File: src/atc_pkg.sv
// constants for the auxiliary timer with capture/reload register
// assumes one 250 MHz clock and an Avalon-MM slave port
// Function
// - mode 000 counts prescaled count tick
// - modes 010/011 gate counting, bit0 level
// - gate level changes raise no request
// - mode 001 counts pin or latch edges
// - input select picks counting edge, X00 off
// - software latch writes never count
// - both latch edges give 32-bit chain
// - one latch edge gives 33-bit chain
// - each chained timer keeps own direction
// - toggle latch readable in core control, no output pin here
// - run from own or core run bit
// - capture enable selects capture mode
// - trigger select decodes pin or first block
// - trigger copies aux timer, raises request
// - clear bits clear timers after latching
// - capture enable gates only the latching
// - reload enable reloads core on overflow
// - reload raises core request, not capture
// - remote bit selects which run bit
// - correction stores aux value minus one
// - direction bit, inverted by pin under external direction
package atc_pkg;

    // ==========================================================
    // register map (byte addresses)
    localparam logic [4:0] OFF_AUX_CTRL = 5'h00;
    localparam logic [4:0] OFF_CORE_CTRL = 5'h04;
    localparam logic [4:0] OFF_AUX_TIMER = 5'h08;
    localparam logic [4:0] OFF_CORE_TIMER = 5'h0C;
    localparam logic [4:0] OFF_CAP_RELOAD = 5'h10;

    // ==========================================================
    // aux_timer_control fields
    localparam int AUX_SEL_LSB = 0;
    localparam int AUX_MODE_LSB = 3;
    localparam int AUX_RUN_BIT = 6;
    localparam int AUX_DIR_BIT = 7;
    localparam int AUX_EXTDIR_BIT = 8;
    localparam int AUX_REMOTE_BIT = 9;
    localparam int CAP_SRC_BIT = 10;
    localparam int CAP_CORR_BIT = 11;
    localparam int CAP_EDGE_LSB = 12;
    localparam int AUX_CLR_BIT = 14;
    localparam int CAP_EN_BIT = 15;

    // ==========================================================
    // core_timer_control fields
    localparam int CORE_RUN_BIT = 6;
    localparam int CORE_DIR_BIT = 7;
    localparam int CORE_TL_BIT = 10;
    localparam int CORE_CLR_BIT = 14;
    localparam int RELOAD_EN_BIT = 15;

    // ==========================================================
    // modes and reset values
    localparam logic [2:0] MODE_TIMER = 3'h0;
    localparam logic [2:0] MODE_COUNTER = 3'h1;
    localparam logic [2:0] MODE_GATE_LOW = 3'h2;
    localparam logic [2:0] MODE_GATE_HIGH = 3'h3;
    localparam logic [15:0] CTRL_RESET = 16'h0000;
    localparam logic [15:0] TIMER_RESET = 16'h0000;
    localparam logic [15:0] TIMER_MAX = 16'hFFFF;
    localparam logic [15:0] TIMER_ONE = 16'h0001;

endpackage : atc_pkg

File: src/atc_aux_timer_capture_reload.sv
// auxiliary timer, core timer and shared capture/reload register
// assumes pins synchronous-ish to MCLK, count ticks from an outside prescaler
//
// Decided for this implementation: the register addresses and the Avalon-MM slave port.
`timescale 1ns/1ps
module atc_aux_timer_capture_reload
    import atc_pkg::*;
(
    input wire logic MCLK,
    input wire logic RST_N,
    input wire logic [4:0] ADDRESS,
    input wire logic READ,
    input wire logic WRITE,
    input wire logic [31:0] WRITEDATA,
    input wire logic [3:0] BYTEENABLE,
    output logic [31:0] READDATA,
    output logic WAITREQUEST,
    input wire logic AUX_COUNT_TICK,
    input wire logic CORE_COUNT_TICK,
    input wire logic AUX_COUNT_PIN,
    input wire logic AUX_DIR_PIN,
    input wire logic CAPTURE_PIN,
    input wire logic FIRST_BLOCK_COUNT_INPUT,
    input wire logic FIRST_BLOCK_DIR_INPUT,
    output logic CAPTURE_RELOAD_IRQ,
    output logic CORE_TIMER_IRQ
);

    // ==========================================================
    // bus slave: one wait cycle per access
    logic ack;
    logic [15:0] aux_ctrl;
    logic [15:0] core_ctrl;
    logic core_toggle_latch;
    logic [15:0] aux_timer;
    logic [15:0] core_timer;
    logic [15:0] capture_reload_reg;

    wire req = READ | WRITE;
    wire wr_en = WRITE & ack;
    wire rd_load = READ & ~ack;
    wire sel_aux_ctrl = (ADDRESS == OFF_AUX_CTRL);
    wire sel_core_ctrl = (ADDRESS == OFF_CORE_CTRL);
    wire sel_aux = (ADDRESS == OFF_AUX_TIMER);
    wire sel_core = (ADDRESS == OFF_CORE_TIMER);
    wire sel_cap = (ADDRESS == OFF_CAP_RELOAD);
    wire wr_aux_ctrl = wr_en & sel_aux_ctrl;
    wire wr_core_ctrl = wr_en & sel_core_ctrl;
    wire wr_aux = wr_en & sel_aux;
    wire wr_core = wr_en & sel_core;
    wire wr_cap = wr_en & sel_cap;
    wire [15:0] be_mask = {{8{BYTEENABLE[1]}}, {8{BYTEENABLE[0]}}};

    assign WAITREQUEST = req & ~ack;

    function automatic logic [15:0] merge(input logic [15:0] old, input logic [15:0] wd, input logic [15:0] m);
        merge = (old & ~m) | (wd & m);
    endfunction : merge

    wire [15:0] core_ctrl_view = {core_ctrl[15:CORE_TL_BIT + 1], core_toggle_latch, core_ctrl[CORE_TL_BIT - 1:0]};
    wire [15:0] rd_mux = sel_aux_ctrl ? aux_ctrl :
                         sel_core_ctrl ? core_ctrl_view :
                         sel_aux ? aux_timer :
                         sel_core ? core_timer :
                         sel_cap ? capture_reload_reg : 16'h0000;
    wire [15:0] core_ctrl_wr = merge(core_ctrl_view, WRITEDATA[15:0], be_mask);

    always_ff @(posedge MCLK or negedge RST_N) begin
        if (!RST_N) begin
            ack <= 1'b0;
            READDATA <= 32'h0000_0000;
        end else begin
            ack <= req & ~ack;
            if (rd_load) begin
                READDATA <= {16'h0000, rd_mux};
            end
        end
    end

    // ==========================================================
    // control registers
    wire [2:0] aux_input_select = aux_ctrl[AUX_SEL_LSB +: 3];
    wire [2:0] aux_mode_field = aux_ctrl[AUX_MODE_LSB +: 3];
    wire aux_run_bit = aux_ctrl[AUX_RUN_BIT];
    wire aux_direction = aux_ctrl[AUX_DIR_BIT];
    wire aux_ext_direction_enable = aux_ctrl[AUX_EXTDIR_BIT];
    wire aux_remote_control = aux_ctrl[AUX_REMOTE_BIT];
    wire capture_source_select = aux_ctrl[CAP_SRC_BIT];
    wire capture_correction = aux_ctrl[CAP_CORR_BIT];
    wire [1:0] capture_edge_select = aux_ctrl[CAP_EDGE_LSB +: 2];
    wire aux_clear_on_capture = aux_ctrl[AUX_CLR_BIT];
    wire capture_enable = aux_ctrl[CAP_EN_BIT];
    wire core_run_bit = core_ctrl[CORE_RUN_BIT];
    wire core_down = core_ctrl[CORE_DIR_BIT];
    wire core_clear_on_capture = core_ctrl[CORE_CLR_BIT];
    wire reload_enable = core_ctrl[RELOAD_EN_BIT];

    always_ff @(posedge MCLK or negedge RST_N) begin
        if (!RST_N) begin
            aux_ctrl <= CTRL_RESET;
            core_ctrl <= CTRL_RESET;
        end else begin
            if (wr_aux_ctrl) begin
                aux_ctrl <= merge(aux_ctrl, WRITEDATA[15:0], be_mask);
            end
            if (wr_core_ctrl) begin
                core_ctrl <= core_ctrl_wr;
            end
        end
    end

    // ==========================================================
    // pin synchronisers and edge detection
    wire [4:0] pins_raw = {FIRST_BLOCK_DIR_INPUT, FIRST_BLOCK_COUNT_INPUT, CAPTURE_PIN, AUX_DIR_PIN, AUX_COUNT_PIN};
    logic [4:0] pin_meta;
    logic [4:0] pin_sync;
    logic [4:0] pin_prev;

    always_ff @(posedge MCLK or negedge RST_N) begin
        if (!RST_N) begin
            pin_meta <= 5'h00;
            pin_sync <= 5'h00;
            pin_prev <= 5'h00;
        end else begin
            pin_meta <= pins_raw;
            pin_sync <= pin_meta;
            pin_prev <= pin_sync;
        end
    end

    wire [4:0] pin_rise = pin_sync & ~pin_prev;
    wire [4:0] pin_fall = ~pin_sync & pin_prev;
    wire [4:0] pin_any = pin_rise | pin_fall;

    // ==========================================================
    // core timer with toggle latch and reload
    wire core_tick = core_run_bit & CORE_COUNT_TICK;
    wire core_ovf = core_tick & (core_down ? (core_timer == TIMER_RESET) : (core_timer == TIMER_MAX));
    wire tl_rise = core_ovf & ~core_toggle_latch;
    wire tl_fall = core_ovf & core_toggle_latch;

    // ==========================================================
    // capture trigger decode
    wire trig_pin = (capture_edge_select[0] & pin_rise[2]) | (capture_edge_select[1] & pin_fall[2]);
    wire trig_first = (capture_edge_select[0] & pin_any[3]) | (capture_edge_select[1] & pin_any[4]);
    wire cap_trig = capture_source_select ? trig_first : trig_pin;
    wire cap_latch = cap_trig & capture_enable;
    wire [15:0] cap_value = capture_correction ? aux_timer - TIMER_ONE : aux_timer;

    wire [15:0] core_next = wr_core ? merge(core_timer, WRITEDATA[15:0], be_mask) :
                            (cap_trig & core_clear_on_capture) ? TIMER_RESET :
                            (core_ovf & reload_enable) ? capture_reload_reg :
                            core_tick ? (core_down ? core_timer - TIMER_ONE : core_timer + TIMER_ONE) :
                            core_timer;
    wire next_latch = wr_core_ctrl ? core_ctrl_wr[CORE_TL_BIT] : (core_toggle_latch ^ core_ovf);

    // ==========================================================
    // aux timer step decode
    wire aux_run = aux_remote_control ? core_run_bit : aux_run_bit;
    wire gate_open = (pin_sync[0] == aux_mode_field[0]);
    wire pin_hit = (aux_input_select[0] & pin_rise[0]) | (aux_input_select[1] & pin_fall[0]);
    wire tl_hit = (aux_input_select[0] & tl_rise) | (aux_input_select[1] & tl_fall);
    wire edge_hit = aux_input_select[2] ? tl_hit : pin_hit;
    wire mode_timer = (aux_mode_field == MODE_TIMER);
    wire mode_counter = (aux_mode_field == MODE_COUNTER);
    wire mode_gated = (aux_mode_field == MODE_GATE_LOW) | (aux_mode_field == MODE_GATE_HIGH);
    wire aux_step = aux_run & ((mode_timer & AUX_COUNT_TICK) |
                               (mode_gated & AUX_COUNT_TICK & gate_open) |
                               (mode_counter & edge_hit));
    wire aux_down = aux_ext_direction_enable ? (aux_direction ^ pin_sync[1]) : aux_direction;
    wire [15:0] aux_next = wr_aux ? merge(aux_timer, WRITEDATA[15:0], be_mask) :
                           (cap_trig & aux_clear_on_capture) ? TIMER_RESET :
                           aux_step ? (aux_down ? aux_timer - TIMER_ONE : aux_timer + TIMER_ONE) :
                           aux_timer;
    wire [15:0] cap_next = cap_latch ? cap_value :
                           wr_cap ? merge(capture_reload_reg, WRITEDATA[15:0], be_mask) :
                           capture_reload_reg;

    always_ff @(posedge MCLK or negedge RST_N) begin
        if (!RST_N) begin
            core_timer <= TIMER_RESET;
            core_toggle_latch <= 1'b0;
            aux_timer <= TIMER_RESET;
            capture_reload_reg <= TIMER_RESET;
            CAPTURE_RELOAD_IRQ <= 1'b0;
            CORE_TIMER_IRQ <= 1'b0;
        end else begin
            core_timer <= core_next;
            core_toggle_latch <= next_latch;
            aux_timer <= aux_next;
            capture_reload_reg <= cap_next;
            CAPTURE_RELOAD_IRQ <= cap_trig;
            CORE_TIMER_IRQ <= core_ovf;
        end
    end

    wire aux_quiet = ~wr_aux & ~(cap_trig & aux_clear_on_capture);
endmodule : atc_aux_timer_capture_reload

File: config.mk
export PLATFORM = sky130hd
export DESIGN_NAME = atc_aux_timer_capture_reload
export DESIGN_NICKNAME = d
export VERILOG_FILES = /design/src/atc_pkg.sv /design/src/atc_aux_timer_capture_reload.sv
export SDC_FILE = /design/constraint.sdc
export NUM_CORES = 1
export LEC_CHECK = 0
export ABC_AREA = 0
export CAP_MARGIN = 25
export CORE_AREA = 8 8 104 177
export CTS_BUF_LIST = sky130_fd_sc_hd__clkbuf_4 sky130_fd_sc_hd__clkbuf_8
export CTS_CLUSTER_DIAMETER = 120
export DETAILED_ROUTE_END_ITERATION = 16
export DIE_AREA = 0 0 112 185
export DONT_BUFFER_PORTS = 1
export GPL_ROUTABILITY_DRIVEN = 0
export PLACE_DENSITY_LB_ADDON = 0.3
export SLEW_MARGIN = 40
export SYNTH_ARGS = -nofsm -noshare
export SYNTH_HDL_FRONTEND = slang
export SYNTH_SLANG_ARGS = --single-unit
File: constraint.sdc
create_clock -name MCLK -period 5.2 [get_ports MCLK]
set_input_delay 1.04 -clock MCLK [delete_from_list [all_inputs] [get_ports MCLK]]
set_output_delay 1.04 -clock MCLK [all_outputs]
set_load 0.05 [all_outputs]
==> impl_metrics.yaml <==
global_route:
  top_usage_layer: "met2"
  grt_pass1_wl_microns: 32290
  grt_pass1_vias: 5795
  globalRouteOverflowTotal: 0
  antenna_found_initial: 0
  grt_usage_pct: 20.26
  grt_util_met1_pct: 21.17
  grt.met2_usage_pct: 35.97
  use_met3_pct: 4.571
  grt_max_degree: 114
cts:
  cts_resized: 0
  clockBufferDepth: 2
  cts_tree: "yes"
  hold_buffers: 0
  clock_latency_ns: 0.45
  postCtsSetupRepairBufs: 0
  htreeDepth: 4
  cts_sinks: 113
  cts_buffers: 17
  clk_pin_slew_ns: 0.08
  cts-root-buf: "clkbuf_8"
floorplan:
  rows: 62
  ioPinCount: 87
  die_w_microns: 112
  die_h_microns: 185
  initial_core_util_pct: 43.54
  core_area_sq_um: 16140
  die_area_sq_um: 20720
drt:
  vias: 5896
  antenna_left: 0
  vias_per_cell: 6.306
  firstDrtPassIters: 8
  wl_per_cell_microns: 22.27
  drtIter0Drc: 504
  drc_errors: 0
  wirelength_microns: 20820
sta:
  finClkSkew_ns: 0.02030
  finalHoldViolCount: 0
  fmax_mhz: 302.9
  fin_setup_tns_ns: 0
  slew_viol_final: 0
  fin_crit_ns: 3.301
  worstMarginPinSlew_ns: 0.8113
  finalSetupViolCount: 0
  relSlewSlack_pct: 45.91
  fin_crit_sh_pct: 63.49
  rsz0062_at_grt: "no"
  fin_ws_ns: 1.899
critical_path:
  worstPathMaxFanout: 18
  reg2reg_slack_ns: 1.90
  rr_worst_depth: 12
  required_ns: 5.51
  path_class: "reg2reg"
  arrival_ns: 3.61
  endpoint_kind: "flip-flop"
  startpoint_type: "flip-flop"
power_and_ir_drop:
  p_per_area_nw_per_um2: 442.8
  leakagePower_nw: 3.168
  peakVddDrop_uv: 186.1
  p_total_mw: 3.290
cells_and_area:
  nets: 803
  fillers: 1545
  syn2layout_area_growth_pct: 5.753
  diodes: 0
  finalNonFillerCells: 935
  drive_gt1_share_pct: 11.44
synth:
  synth_area_leader_cell: "dfrtp_1"
  synthFlopType: "dfrtp_1"
  synth.area.top_cells: "dfrtp_1 40%, mux2_2 4.5%, a21oi_1 4.3%"
  ys_seq_area_share_pct: 40.25
  synth_edf_count: 0
  netlist_area_sq_um: 7025
  ys_warn_count: 0
  yosysUniqueCellTypes: 76
  synth_commonest_cells: "113 x dfrtp_1, 61 x nand2_1, 60 x a21oi_1, 56 x o21ai_0, 37 x nor2_1"
  yosysMostFrequentCell: "dfrtp_1"
  synthArstFlopShare_pct: 100.0
  synth_area_per_cell_sq_um: 9.281
  syn_inst: 757
  synth_top_area_share_pct: 40.25
  ys_seq_elements: 113
place:
  dp_cells: 905
  hpwl_microns: 15460
  pre_cts_ws_ns: 1.704
  port_buffers: 0
run_status:
  status: "completed"
job:
  cap_violations: 0
hold_path:
  hp-class: "in2async"
## path summary, 6_finish.rpt
check                            startpoint           to
worst min register to register  pin_meta[2]  pin_sync[2]
max in group asynchronous             RST_N    async pin
worst max-delay path              flip-flop    flip-flop
worst max register to register    flip-flop    flip-flop
min in group MCLK               pin_meta[2]  pin_sync[2]
worst min-delay path                  RST_N  pin_meta[0]
## cell usage in the layout, fill, tap and decap left out, types with 4 or more instances in the layout
cell type  count
dfrtp_1      113
nand2_1       61
a21oi_1       60
o21ai_0       56
nor2_1        36
mux2_2        28
a21o_1        23
inv_1         23
xnor2_1       22
a22oi_1       21
nor3_1        20
clkbuf_8      19
ha_1          18
nand3_1       17
a222oi_1      16
mux2i_1       16
conb_1        16
o21ai_1       12
o21a_1        10
a211oi_1      10
nor4_1        10
and3_1         9
a31oi_1        8
and2_1         8
xor2_1         8
nand4_1        6
a32oi_1        5
o22ai_1        4
a21oi_2        4
o22a_1         4
o211ai_1       4
buf_4          4
## stage by stage
stage	hold WS, ns	cell area [sq um]	util, %
after CTS	0.2619	7430	46.05
final	0.2892	7430	46.05
after global placement	0.3315	7018	43.49
after global routing	0.2571	7430	46.05
after detailed placement	0.3347	7024	43.53
after floorplan	0.3312	7082	-
## per-layer routing
metal,wire length [microns],up-vias
met5,0,-
met4,1037,0
met3,1205,60
met2,10770,243
met1,7807,2853
li1,-,2740
## worst max-delay path, cell delays in order, from the launching register on
cell and delay (ns):
dfrtp_1 0.79, inv_1 0.22, nor4_2 0.33, nand3_1 0.10, a21oi_1 0.43, ha_1 0.25
a22oi_1 0.08, nand2_1 0.07, o2111ai_1 0.11, nand3_1 0.20, o21ai_2 0.23, a221oi_1 0.27
a21oi_1 0.07
## cell families after synthesis
logic type               Yosys count  share of synthesized area (%)
multiplexers                      44                          6.768
other                              1                        0.05338
AO/OA/AOI/OAI                    263                          24.58
XOR/XNOR                          30                          3.740
flip-flops                       113                          40.25
AND/OR/NAND/NOR                  201                          15.14
adder cells (fa/ha/maj)           19                          3.491
buffers and inverters             86                          5.984
## cell type report
type,count,area (sq um),share of cell area [%]
multi-input combinational,573,3840,51.68
tap,192,240.2,3.233
sequential,113,2828,38.06
inverter,23,86.33,1.162
timing repair buffer,4,30.03,0.4042
clock buffer,20,269.0,3.621
clock inverter,10,136.4,1.836
## where the power goes
part,internal [mW],switching [mW],leakage (nW)
Combinational,0.484,0.599,1.56
Clock,0.497,0.374,0.200
Sequential,1.03,0.301,1.41
No activity file was read; power rests on OpenSTA's default activity.
